`src/core/bit_manip_defs.vh`:
```
// Operation codes, operand widths and read-back constants for the bit-manipulation datapath
`ifndef BIT_MANIP_DEFS_VH
`define BIT_MANIP_DEFS_VH

// Operation select codes (4 bits)
`define OP_WIDTH 4
`define BIT_SET_OP 4'h0
`define BIT_CLEAR_OP 4'h1
`define BIT_INVERT_OP 4'h2
`define BIT_TEST_OP 4'h3
`define CARRY_AND_BIT_OP 4'h4
`define CARRY_AND_INVBIT_OP 4'h5
`define CARRY_OR_BIT_OP 4'h6
`define CARRY_OR_INVBIT_OP 4'h7
`define CARRY_XOR_BIT_OP 4'h8
`define CARRY_XOR_INVBIT_OP 4'h9
`define BIT_TO_CARRY_OP 4'ha
`define INVBIT_TO_CARRY_OP 4'hb
`define CARRY_TO_BIT_OP 4'hc
`define INVCARRY_TO_BIT_OP 4'hd

// Operand widths
`define DATA_WIDTH 8
`define ADDR_WIDTH 16
`define BITNO_WIDTH 3

// Value seen when reading a write-only direction register
`define WRITE_ONLY_READ_VALUE 8'hff

// Default address of the write-only port direction register
`define PORT_DIRECTION_ADDR 16'hffb5

`endif

```
`src/core/bit_select.v`:
```
// Bit-number selection and operand bit extraction
`timescale 1ns/1ps
module bit_select
(
    // Bit-number sources
    input wire i_use_reg_bitno,
    input wire [2:0] i_imm_bitno,
    input wire [7:0] i_reg_bitno,
    // Operand and result
    input wire [7:0] i_operand,
    output wire [2:0] o_bitno,
    output wire o_bit
);

    // Register source uses only its low three bits
    assign o_bitno = i_use_reg_bitno ? i_reg_bitno[2:0] : i_imm_bitno;
    assign o_bit = i_operand[o_bitno];

endmodule

```
`src/core/bit_modify.v`:
```
// Single-bit byte modifier: sets one lane of a byte to a given value
`timescale 1ns/1ps
module bit_modify
#(
    parameter WIDTH = 8
)
(
    // Operand and control
    input wire [WIDTH-1:0] i_byte,
    input wire [2:0] i_bitno,
    input wire i_value,
    // Result
    output wire [WIDTH-1:0] o_byte
);

    genvar g;

    // Every other lane passes through untouched
    generate
        for (g = 0; g < WIDTH; g = g + 1)
        begin : lane
            assign o_byte[g] = (i_bitno == g) ? i_value : i_byte[g];
        end
    endgenerate

endmodule

```
`src/core/bit_manipulation_unit.v`:
```
// Bit-manipulation execution unit: register and memory bit operations with carry logic
// Overview of operation
// RULE1 - Set/clear/invert/test take bit number from 3-bit immediate or register low bits.
// RULE2 - Set forces the selected bit to one, other seven unchanged.
// RULE3 - Clear forces the selected bit to zero, others unchanged.
// RULE4 - Invert complements the selected bit, others unchanged.
// RULE5 - Test loads zero flag with complement of selected bit.
// RULE6 - Carry becomes carry AND selected bit.
// RULE7 - Carry becomes carry AND inverted selected bit.
// RULE8 - Carry becomes carry OR selected bit.
// RULE9 - Carry becomes carry OR inverted selected bit.
// RULE10 - Carry becomes carry XOR selected bit.
// RULE11 - Carry becomes carry XOR inverted selected bit.
// RULE12 - Inverted variants take the bit number only from the immediate.
// RULE13 - Bit-load copies selected bit into carry.
// RULE14 - Inverted bit-load copies complement of selected bit into carry.
// RULE15 - Bit-store writes carry into the selected bit.
// RULE16 - Inverted bit-store writes inverted carry into the selected bit.
// RULE17 - Modifying ops read byte, change one bit, write byte to same address.
// RULE18 - Software takes care with write-only bits and port registers.
// RULE19 - Write-only direction register reads as all ones.
// RULE20 - Test, carry-logic and load ops never write their operand.
`timescale 1ns/1ps
`include "bit_manip_defs.vh"
module bit_manipulation_unit
#(
    parameter DATA_WIDTH = `DATA_WIDTH,
    parameter ADDR_WIDTH = `ADDR_WIDTH,
    parameter [ADDR_WIDTH-1:0] PORT_DIRECTION_ADDR = `PORT_DIRECTION_ADDR
)
(
    // Clock and reset
    input wire i_clock,
    input wire i_arst_n,
    // Instruction issue
    input wire i_start,
    input wire [3:0] i_op,
    input wire i_mem_target,
    input wire i_use_reg_bitno,
    input wire [2:0] i_imm_bitno,
    input wire [7:0] i_reg_bitno,
    input wire [DATA_WIDTH-1:0] i_reg_operand,
    input wire [ADDR_WIDTH-1:0] i_mem_addr,
    // Flags in
    input wire i_carry,
    input wire i_zero,
    // Internal bus to memory and peripherals
    input wire [DATA_WIDTH-1:0] i_bus_rdata,
    input wire i_bus_ack,
    output reg [ADDR_WIDTH-1:0] o_bus_addr,
    output reg [DATA_WIDTH-1:0] o_bus_wdata,
    output reg o_bus_read,
    output reg o_bus_write,
    // Results
    output reg o_busy,
    output reg o_done,
    output reg o_illegal,
    output reg [DATA_WIDTH-1:0] o_reg_result,
    output reg o_reg_write,
    output reg o_carry,
    output reg o_carry_write,
    output reg o_zero,
    output reg o_zero_write
);

    ////////////////////////////////////////////////////////////////////////////
    // Sequence summary
    // Register target: issue, modify, done; three edges from issue to done
    // Memory target: issue, read until ack, modify, write until ack, done
    // Flags update in the modify cycle, ahead of any memory write
    // Test, carry-logic and load ops skip the write phase entirely
    // A new issue is accepted in the cycle in which done is high
    // Bit number comes from the immediate or the low register bits
    // Read data from the direction register is forced to all ones
    // Limitation: the whole byte read is written back, so bits that read
    // back differently from what is stored are silently rewritten

    ////////////////////////////////////////////////////////////////////////////
    // States, one-hot
    localparam [4:0] ST_IDLE = 5'h01;
    localparam [4:0] ST_READ = 5'h02;
    localparam [4:0] ST_MODIFY = 5'h04;
    localparam [4:0] ST_WRITE = 5'h08;
    localparam [4:0] ST_DONE = 5'h10;

    // Operation class decode, used for the next-state choice and for the write-back decision
    function is_modify_op;
        input [3:0] op;
        begin
            is_modify_op = (op == `BIT_SET_OP) || (op == `BIT_CLEAR_OP) || (op == `BIT_INVERT_OP)
                || (op == `CARRY_TO_BIT_OP) || (op == `INVCARRY_TO_BIT_OP);
        end
    endfunction

    // Complemented-bit and complemented-carry variants, immediate bit number only
    function is_inverted_op;
        input [3:0] op;
        begin
            is_inverted_op = (op == `CARRY_AND_INVBIT_OP) || (op == `CARRY_OR_INVBIT_OP)
                || (op == `CARRY_XOR_INVBIT_OP) || (op == `INVBIT_TO_CARRY_OP)
                || (op == `INVCARRY_TO_BIT_OP);
        end
    endfunction

    // Codes above the last store variant are unused and refused
    function is_known_op;
        input [3:0] op;
        begin
            is_known_op = (op <= `INVCARRY_TO_BIT_OP);
        end
    endfunction

    ////////////////////////////////////////////////////////////////////////////
    // Latched instruction
    reg [4:0] state_reg;
    reg [4:0] state_next;
    reg [3:0] op_reg;
    reg mem_reg;
    reg use_reg_bitno_reg;
    reg [2:0] imm_bitno_reg;
    reg [7:0] reg_bitno_reg;
    reg [DATA_WIDTH-1:0] operand_reg;
    reg [ADDR_WIDTH-1:0] addr_reg;
    reg carry_in_reg;

    // Bit selection and single-bit modify datapath
    wire [2:0] bitno;
    wire sel_bit;
    reg new_bit;
    wire [DATA_WIDTH-1:0] modified;
    reg carry_new;
    reg carry_upd;

    // Issue qualification
    wire start_ok;
    wire bad_src;

    // Inverted variants cannot take a register bit number [RULE12]
    assign bad_src = is_inverted_op(i_op) && i_use_reg_bitno;
    assign start_ok = i_start && is_known_op(i_op) && !bad_src;

    // Bit-number choice [RULE1]
    bit_select u_bit_select
    (
        .i_use_reg_bitno(use_reg_bitno_reg),
        .i_imm_bitno(imm_bitno_reg),
        .i_reg_bitno(reg_bitno_reg),
        .i_operand(operand_reg),
        .o_bitno(bitno),
        .o_bit(sel_bit)
    );

    // New value of the chosen bit for modifying operations
    always @*
    begin
        case (op_reg)
            `BIT_SET_OP: new_bit = 1'b1; // [RULE2]
            `BIT_CLEAR_OP: new_bit = 1'b0; // [RULE3]
            `BIT_INVERT_OP: new_bit = ~sel_bit; // [RULE4]
            `CARRY_TO_BIT_OP: new_bit = carry_in_reg; // [RULE15]
            `INVCARRY_TO_BIT_OP: new_bit = ~carry_in_reg; // [RULE16]
            // Read-only ops rewrite nothing, so the bit is kept
            default: new_bit = sel_bit;
        endcase
    end

    // Only the chosen lane changes
    bit_modify #(.WIDTH(DATA_WIDTH)) u_bit_modify
    (
        .i_byte(operand_reg),
        .i_bitno(bitno),
        .i_value(new_bit),
        .o_byte(modified)
    );

    // Carry logic
    always @*
    begin
        carry_upd = 1'b1;
        case (op_reg)
            `CARRY_AND_BIT_OP: carry_new = carry_in_reg & sel_bit; // [RULE6]
            `CARRY_AND_INVBIT_OP: carry_new = carry_in_reg & ~sel_bit; // [RULE7]
            `CARRY_OR_BIT_OP: carry_new = carry_in_reg | sel_bit; // [RULE8]
            `CARRY_OR_INVBIT_OP: carry_new = carry_in_reg | ~sel_bit; // [RULE9]
            `CARRY_XOR_BIT_OP: carry_new = carry_in_reg ^ sel_bit; // [RULE10]
            `CARRY_XOR_INVBIT_OP: carry_new = carry_in_reg ^ ~sel_bit; // [RULE11]
            `BIT_TO_CARRY_OP: carry_new = sel_bit; // [RULE13]
            `INVBIT_TO_CARRY_OP: carry_new = ~sel_bit; // [RULE14]
            // Modify and test ops leave the carry alone
            default:
            begin
                carry_new = carry_in_reg;
                carry_upd = 1'b0;
            end
        endcase
    end

    ////////////////////////////////////////////////////////////////////////////
    // Sequencer next state
    always @*
    begin
        state_next = state_reg;
        case (state_reg)
            // Memory targets fetch the byte first
            ST_IDLE:
                if (start_ok)
                    state_next = i_mem_target ? ST_READ : ST_MODIFY;
            // Read strobe stands until the bus answers
            ST_READ:
                if (i_bus_ack)
                    state_next = ST_MODIFY;
            ST_MODIFY:
                // Read-only ops end here without a bus write [RULE20]
                state_next = (mem_reg && is_modify_op(op_reg)) ? ST_WRITE : ST_DONE; // [RULE17]
            // Write-back completes on the bus answer
            ST_WRITE:
                if (i_bus_ack)
                    state_next = ST_DONE;
            // One cycle of done, then ready for the next issue
            ST_DONE:
                state_next = ST_IDLE;
            // Stray codes recover to idle rather than lock up
            default:
                state_next = ST_IDLE;
        endcase
    end

    // Sequencer and datapath registers
    always @(posedge i_clock or negedge i_arst_n)
    begin
        if (!i_arst_n)
        begin
            // Sequencer and latched operands
            state_reg <= ST_IDLE;
            op_reg <= 4'h0;
            mem_reg <= 1'b0;
            use_reg_bitno_reg <= 1'b0;
            imm_bitno_reg <= 3'h0;
            reg_bitno_reg <= 8'h00;
            operand_reg <= {DATA_WIDTH{1'b0}};
            addr_reg <= {ADDR_WIDTH{1'b0}};
            carry_in_reg <= 1'b0;
            // Every output starts low
            o_bus_addr <= {ADDR_WIDTH{1'b0}};
            o_bus_wdata <= {DATA_WIDTH{1'b0}};
            o_bus_read <= 1'b0;
            o_bus_write <= 1'b0;
            o_busy <= 1'b0;
            o_done <= 1'b0;
            o_illegal <= 1'b0;
            o_reg_result <= {DATA_WIDTH{1'b0}};
            o_reg_write <= 1'b0;
            o_carry <= 1'b0;
            o_carry_write <= 1'b0;
            o_zero <= 1'b0;
            o_zero_write <= 1'b0;
        end
        else
        begin
            state_reg <= state_next;
            // Done, result, flag and illegal strobes default low, so each stands a single cycle
            o_done <= 1'b0;
            o_reg_write <= 1'b0;
            o_carry_write <= 1'b0;
            o_zero_write <= 1'b0;
            o_illegal <= 1'b0;
            case (state_reg)
                // Latch the instruction; a refused issue only raises the illegal pulse
                ST_IDLE:
                begin
                    o_illegal <= i_start && !start_ok; // [RULE12]
                    if (start_ok)
                    begin
                        op_reg <= i_op;
                        mem_reg <= i_mem_target;
                        use_reg_bitno_reg <= i_use_reg_bitno;
                        imm_bitno_reg <= i_imm_bitno;
                        reg_bitno_reg <= i_reg_bitno;
                        operand_reg <= i_reg_operand;
                        addr_reg <= i_mem_addr;
                        carry_in_reg <= i_carry;
                        o_zero <= i_zero;
                        o_carry <= i_carry;
                        o_busy <= 1'b1;
                        o_bus_addr <= i_mem_addr;
                        o_bus_read <= i_mem_target; // [RULE17]
                    end
                end
                // Take the read data in the cycle the answer stands
                ST_READ:
                    if (i_bus_ack)
                    begin
                        o_bus_read <= 1'b0;
                        // Write-only direction register reads back as ones [RULE19]
                        if (addr_reg == PORT_DIRECTION_ADDR)
                            operand_reg <= `WRITE_ONLY_READ_VALUE;
                        else
                            operand_reg <= i_bus_rdata;
                    end
                // Flags and results all leave in this one cycle
                ST_MODIFY:
                begin
                    // Only the test op touches the zero flag
                    if (op_reg == `BIT_TEST_OP)
                    begin
                        o_zero <= ~sel_bit; // [RULE5]
                        o_zero_write <= 1'b1;
                    end
                    // Carry-logic and load ops replace the carry
                    if (carry_upd)
                    begin
                        o_carry <= carry_new;
                        o_carry_write <= 1'b1;
                    end
                    // Memory targets go back out on the bus; registers return the byte
                    if (mem_reg && is_modify_op(op_reg))
                    begin
                        o_bus_wdata <= modified; // [RULE17]
                        o_bus_write <= 1'b1;
                    end
                    else if (!mem_reg && is_modify_op(op_reg))
                    begin
                        o_reg_result <= modified;
                        o_reg_write <= 1'b1;
                    end
                end
                // Write strobe drops on the answer
                ST_WRITE:
                    if (i_bus_ack)
                        o_bus_write <= 1'b0;
                // Release busy together with the done pulse
                ST_DONE:
                begin
                    o_busy <= 1'b0;
                    o_done <= 1'b1;
                end
                // Unreachable codes clear busy
                default:
                    o_busy <= 1'b0;
            endcase
        end
    end

endmodule

```
`config.mk`:
```
export PLATFORM = sky130hd
export DESIGN_NAME = bit_manipulation_unit
export DESIGN_NICKNAME = d
export VERILOG_FILES = /design/src/core/bit_select.v /design/src/core/bit_modify.v /design/src/core/bit_manipulation_unit.v
export VERILOG_INCLUDE_DIRS = /design/src /design/src/core
export SDC_FILE = /design/constraint.sdc
export NUM_CORES = 1
export LEC_CHECK = 0
export BUFFER_PORTS_ARGS = -buffer_cell sky130_fd_sc_hd__buf_2
export CAP_MARGIN = 20
export CORE_MARGIN = 10
export CORE_UTILIZATION = 40
export CTS_CLUSTER_DIAMETER = 80
export DETAILED_ROUTE_END_ITERATION = 16
export PLACE_DENSITY = 0.72
export SLEW_MARGIN = 15
export SYNTH_ARGS = -nofsm -noshare
export SYNTH_HDL_FRONTEND = slang
export SYNTH_SLANG_ARGS = --single-unit
export TNS_END_PERCENT = 100
```
`constraint.sdc`:
```
create_clock -name i_clock -period 6 [get_ports i_clock]
set_clock_uncertainty 0.1 [all_clocks]
set_input_delay 0.6 -clock i_clock [delete_from_list [all_inputs] [get_ports i_clock]]
set_output_delay 0.6 -clock i_clock [all_outputs]
set_load 0.01 [all_outputs]
```
==> results.ini, run 1 <==
[logic_synthesis]
syn_area_um2=3260
synthAdderAreaFrac_pct=0
synth.distinct_cells=53
synth_top_family_by_area=simple AND/OR/NAND/NOR gates
synth-seq-cells=68
syn_nets=402
synthMuxAreaShare_pct=2.42
ys_seq_area_share_pct=52.2
yosysTopAreaCellShare_pct=51.4
netlist_top_cells_area=dfrtp_1, nand2_1, o21ai_0, o221ai_2, o221ai_1
ys.flop_type=dfrtp_1
synth_most_common_cell=nand2_1
synthTopCellsByCount=nand2_1, dfrtp_1, o21ai_0
synth_xor_area_share_pct=0.537
avgSynthCellArea_um2=9.39
synth_compound_area_share_pct=17.0
synthArstFlopShare_pct=100
yosysTopAreaCell=dfrtp_1
synth-simple-area-share_pct=23.7
syn_inst=347
yosys_warnings=0
synth-edff-count=0

[timing]
clock.fmax_mhz=338
max_slew_margin_pct=38.5
worst_slew_pin_slew_ns=0.922
fin_crit_ns=2.96
rsz0062_at_grt=false
setup-violations-final=0
fin_crit_sh_pct=49.4
tns_ns=0
hold_violations=0
slew_violations=0

[critical_path]
max_stage_delay_ns=0.56
cp_max_fo=30
critPathKind=reg2reg
critPathCaptureType=flip-flop
required_ns=6.13
cp-start-kind=flip-flop
cp_data_arrival_time_ns=3.09
critPathSlowestCell=inv_1
r2r_cells=5
cp_cell_sequence=or2_2 > nor4b_1 > and2_1 > inv_1 > o221a_2

[drt]
remaining_drc_errors=0
vias=2808
drtAntennaViolNets=0
viasPerCell=5.16
detail_route.wl_per_cell_um=15.4
drt_wl_total_mm=8.39
first_iter_violations=111
drt-pass1-iter-count=4

[global_routing]
grt_antenna_before_repair=0
grt_pass1_vias=2811
grt_max_degree=69
gr-total-overflow=0
grtUsageTotal_pct=14.0
grt_pass1_wl_mm=13.6

[clock_network]
post_cts_resized=0
clk_pin_slew_ns=0.07
hold_buffers=0
cts_tree=done
cts_buffer_depth=2
postCtsSetupBuffers=0
cts_sinks=68
htreeDepth=3
clock_latency_ns=0.34
cts_buffers=9
cts-root-buf=clkbuf_8

[placed_design]
numPortBuffers=91
place_congestion=0.860
place_inst=527
dp_hpwl_mm=6.30

[die]
die_y_um=110
core_area_um2=7810
ios=97
rows=32
start_util_pct=41.7
die_x_um=110
fp.dieArea_um2=12200

[finish]
top_register=o_bus_addr
fin_cells=544
area_delta_synth_final_pct=23.6
largest_reg_flops=16
n_antenna_cell=0
drive_gt1_share_pct=30.3
final_nets=492

[pwr]
p_per_area_nw_per_um2=517
ir_drop_uv=224
p_total_uw=2080
leakage_uw=0.00203

[status]
status=finished clean

[min_path]
min_path_type=in2async

[job]
drv_cap=0

## worst paths after layout
check / end / startpoint / slack (ns)
max: o_zero$_DFFE_PN0P_ / state_reg[3]$_DFFE_PN0P_ / 3.04
min in group i_clock: o_bus_addr[5]$_DFFE_PN0P_ / i_mem_addr[5] / 0.35
min: o_bus_wdata[3]$_DFFE_PN0P_ / i_arst_n / 0.34
max in group asynchronous: o_bus_addr[15]$_DFFE_PN0P_ / i_arst_n / 4.90
max reg2reg: o_zero$_DFFE_PN0P_ / state_reg[3]$_DFFE_PN0P_ / 3.04
min reg2reg: o_busy$_DFFE_PN0P_ / o_busy$_DFFE_PN0P_ / 0.38
## layer usage
layer	global-route usage (%)	routed length, µm
met1	17.4	3690
met2	21.8	3880
met3	5.40	720
met4	5.23	107
met5	0	0
## cells in the final DEF, fill, tap and decap left out, types with 6 or more instances in the layout
cell / synthesis / layout
o221ai_1: 9 / 9
o221ai_2: 7 / 7
clkbuf_8: 0 / 11
nor2_1: 6 / 6
inv_1: 8 / 8
dfrtp_1: 67 / 67
nand3_1: 8 / 8
o22ai_1: 9 / 9
o21ai_0: 23 / 23
a21oi_1: 7 / 7
nand2_1: 124 / 124
buf_2: 8 / 91
## stage by stage
| step | hold slack, ns | cell area [µm²] | setup WS [ns] | utilization, % |
|---|---|---|---|---|
| after floorplan | 0.204 | 3260 | 3.94 | - |
| after global placement | 0.362 | 3770 | 3.10 | 48.3 |
| after detailed placement | 0.365 | 3770 | 3.03 | 48.3 |
| after CTS | 0.334 | 4020 | 2.98 | 51.5 |
| after global routing | 0.333 | 4030 | 2.72 | 51.6 |
| final | 0.338 | 4030 | 3.04 | 51.6 |
## report_power, final
group | total [µW] | internal (µW) | leakage (µW) | switching (µW)
clock network | 469 | 299 | 0.000127 | 170
logic | 794 | 327 | 0.00103 | 467
registers | 819 | 645 | 0.000869 | 174
## cell families (layout without fill, tap and decap cells)
group                  Yosys count  count (layout)
XOR/XNOR                         2               2
AND/OR/NAND/NOR                172             172
multiplexers                     7               7
flip-flops                      68              68
AO/OA/AOI/OAI                   73              73
buffers and inverters           25             120
## cell type report
class | count | area (µm²)
Tap cell | 102 | 128
Multi-Input combinational cell | 254 | 1430
Clock inverter | 4 | 95.1
Sequential cell | 68 | 1700
Fill cell | 746 | 3780
Inverter | 9 | 33.8
Timing Repair Buffer | 95 | 485
Clock buffer | 12 | 155
## worst max-delay path, delay by kind of cell, from the launching register on
family          cells  cell delay (ns)
flops               1             0.43
compound gates      1             0.46
simple gates        3             1.29
buf+inv             1             0.56
Note: power is estimated with default switching activity, not from simulation.
==> inputs of run 2 (changes only) <==
--- a/config.mk
+++ b/config.mk
@@ -6,6 +6,7 @@
 export SDC_FILE = /design/constraint.sdc
 export NUM_CORES = 1
 export LEC_CHECK = 0
+export ABC_AREA = 1
 export BUFFER_PORTS_ARGS = -buffer_cell sky130_fd_sc_hd__buf_2
 export CAP_MARGIN = 20
 export CORE_MARGIN = 10
==> constraint.sdc (replaced) <==
create_clock -name i_clock -period 2.9 [get_ports i_clock]
set_clock_uncertainty 0.1 [all_clocks]
set_input_delay 0.29 -clock i_clock [delete_from_list [all_inputs] [get_ports i_clock]]
set_output_delay 0.29 -clock i_clock [all_outputs]
set_load 0.01 [all_outputs]
==> results.ini, run 2 <==
[logic_synthesis]
syn_nets=470
ys_seq_area_share_pct=49.8
ys.flop_type=dfrtp_1
synthTopCellsByCount=nand2_1, dfrtp_1, inv_1, nor2_1, nand3_1
synth-edff-count=0
netlist_top_cells_area=dfrtp_1, nand2_1, nand3_1, o21ai_0, inv_1
avgSynthCellArea_um2=8.25
syn_inst=415
synth_most_common_cell=nand2_1
yosysTopAreaCellShare_pct=49.0
synth.distinct_cells=39
yosysTopAreaCell=dfrtp_1
synthArstFlopShare_pct=100
syn_area_um2=3420
yosys_warnings=0
synth-seq-cells=68

[finish]
n_antenna_cell=0
largest_reg_flops=16
final_common_cell=nand2_1
layout_common_cells=nand2_1, buf_2, dfrtp_1, inv_1, nor2_1
final_nets=568
top_register=o_bus_addr
post-route-util_pct=50.7
drive_gt1_share_pct=29.8
area_delta_synth_final_pct=22.3

[drt]
viasPerCell=4.91
drt-pass1-iter-count=4
drt_wl_total_mm=8.73
drtAntennaViolNets=0
remaining_drc_errors=0
detail_route.wl_per_cell_um=14.0
first_iter_violations=113
vias=3056

[timing]
worst_slew_pin_slew_ns=0.800
fin_crit_sh_pct=77.7
fin_crit_ns=2.25
tns_ns=0
max_slew_margin_pct=46.7
setup-violations-final=0
rsz0062_at_grt=false
slew_violations=0
clock.fmax_mhz=444
hold_violations=0

[global_routing]
use_met2_pct=21.0
grtUsageTotal_pct=13.9
grtUsageMet3_pct=4.26
grt_max_degree=41
grt_pass1_wl_mm=14.8
grt.busiest_layer=met2
gr-total-overflow=0
grt_antenna_before_repair=0
use_met1_pct=18.1
grt_pass1_vias=3112

[min_path]
min_path_type=in2reg

[critical_path]
r2r_cells=8
r2r_start=state_reg[0]$_DFFE_PN1P_
cp-startpoint=state_reg[0]$_DFFE_PN1P_
rr_endpoint=operand_reg[4]$_DFFE_PN0P_
critPathSlowestCell=dfstp_2
cp_data_arrival_time_ns=2.42
critPathCaptureType=flip-flop
crit_top_cell=inv_2
cp_max_fo=20
cp_num_buf_inv=3
crit_end=operand_reg[4]$_DFFE_PN0P_
critPathKind=reg2reg
required_ns=3.07
path_delay_family=compound AO/OA/AOI/OAI gates
cp-start-kind=flip-flop
cp.depth=8
max_stage_delay_ns=0.54
r2r_slack_ns=0.65
cp_cell_sequence=inv_1 > nor4_4 > inv_2 > nor2_4 > inv_2 > a21oi_4 > o221ai_1 > o21ai_1

[pwr]
leakage_uw=0.00220
p_per_area_nw_per_um2=1130
ir_drop_uv=459

[clock_network]
cts_tree=done
cts-root-buf=clkbuf_8
cts_sinks=68
cts_buffer_depth=2
htreeDepth=3
clock_latency_ns=0.34
clk_pin_slew_ns=0.08
cts_buffers=9

[die]
die_x_um=112
ios=97
core_area_um2=8260
fp.dieArea_um2=12700
die_y_um=112
start_util_pct=41.4
rows=33

[placed_design]
numPortBuffers=91
place_congestion=0.883
dp_hpwl_mm=6.74

[job]
drv_cap=0

[status]
status=finished clean

run 2: changes by cell type after synthesis, moves of 6 or more:
cell      change
nor2_1       +28
nand2_1      +17
inv_1        +26
o22ai_1       -9
nand3_1      +21
nand2_2      +10
o21ai_1       +6
o221ai_2      -6
buf_2         -6
inv_2         +7
run 2: worst min-delay path: stages:
cell     delay (ns)
buf_2          0.07
nand2_1        0.04
nand2_1        0.05
run 2: timing repair:
action	CTS	global route
gates resized for setup	0	0
hold endpoints to repair	33	0
hold buffers	1	0
buffers inserted	0	0
setup endpoints to repair	0	0
run 2: per-layer routing:
metal	vias up	wire [µm]
li1	1535	-
met1	1413	4080
met2	97	3920
met3	11	601
met4	0	127
met5	-	0
run 2: cell type report:
class | count | area, µm²
fillers | 830 | 4070
well taps | 105 | 131
clock buffers | 9 | 124
inverters | 45 | 174
multi-input cells | 294 | 1500
repair buffers | 95 | 488
clock inverters | 6 | 66.3
flip-flops and latches | 68 | 1700
run 2: per-stage QoR:
| stage | instance area (µm²) | std cells | power (µW) | setup WS (ns) | hold WS, ns |
|---|---|---|---|---|---|
| 3_3_place_gp | 3980 | 606 | 3910 | 0.744 | 0.321 |
| 5_1_grt | 4180 | 622 | 5170 | 0.470 | 0.0450 |
| 3_5_place_dp | 3980 | 606 | 4000 | 0.679 | 0.330 |
| 4_1_cts | 4180 | 622 | 4770 | 0.637 | 0.0187 |
| 2_1_floorplan | 3420 | 415 | 3340 | 1.11 | -0.106 |
| 6_report | 4180 | 622 | 4720 | 0.648 | 0.0378 |
run 2: how the worst min path moves through the flow:
| stage | start | to | slack [ns] | cells after the start |
|---|---|---|---|---|
| 6_report | i_mem_addr[10] | o_bus_addr[10]$_DFFE_PN0P_ | 0.04 | 3 |
| 3_5_place_dp | i_arst_n | o_reg_result[1]$_DFFE_PN0P_ | 0.33 | 1 |
| 5_1_grt | i_mem_addr[3] | o_bus_addr[3]$_DFFE_PN0P_ | 0.04 | 3 |
| 4_1_cts | i_mem_addr[10] | o_bus_addr[10]$_DFFE_PN0P_ | 0.02 | 3 |
| 2_1_floorplan | i_arst_n | carry_in_reg$_DFFE_PN0P_ | -0.11 | 0 |
| 3_3_place_gp | i_arst_n | o_reg_result[1]$_DFFE_PN0P_ | 0.32 | 1 |
run 2: kinds of logic after synthesis:
kind of cell | synth area share, %
simple gates | 33.5
xor+xnor | 0.256
flops | 49.8
buf+inv | 6.47
compound gates | 10.1
run 2: power by group:
| group | internal (µW) | total [µW] | switching, µW |
|---|---|---|---|
| clock | 392 | 760 | 368 |
| sequential | 1350 | 1620 | 273 |
| combinational | 811 | 2350 | 1530 |
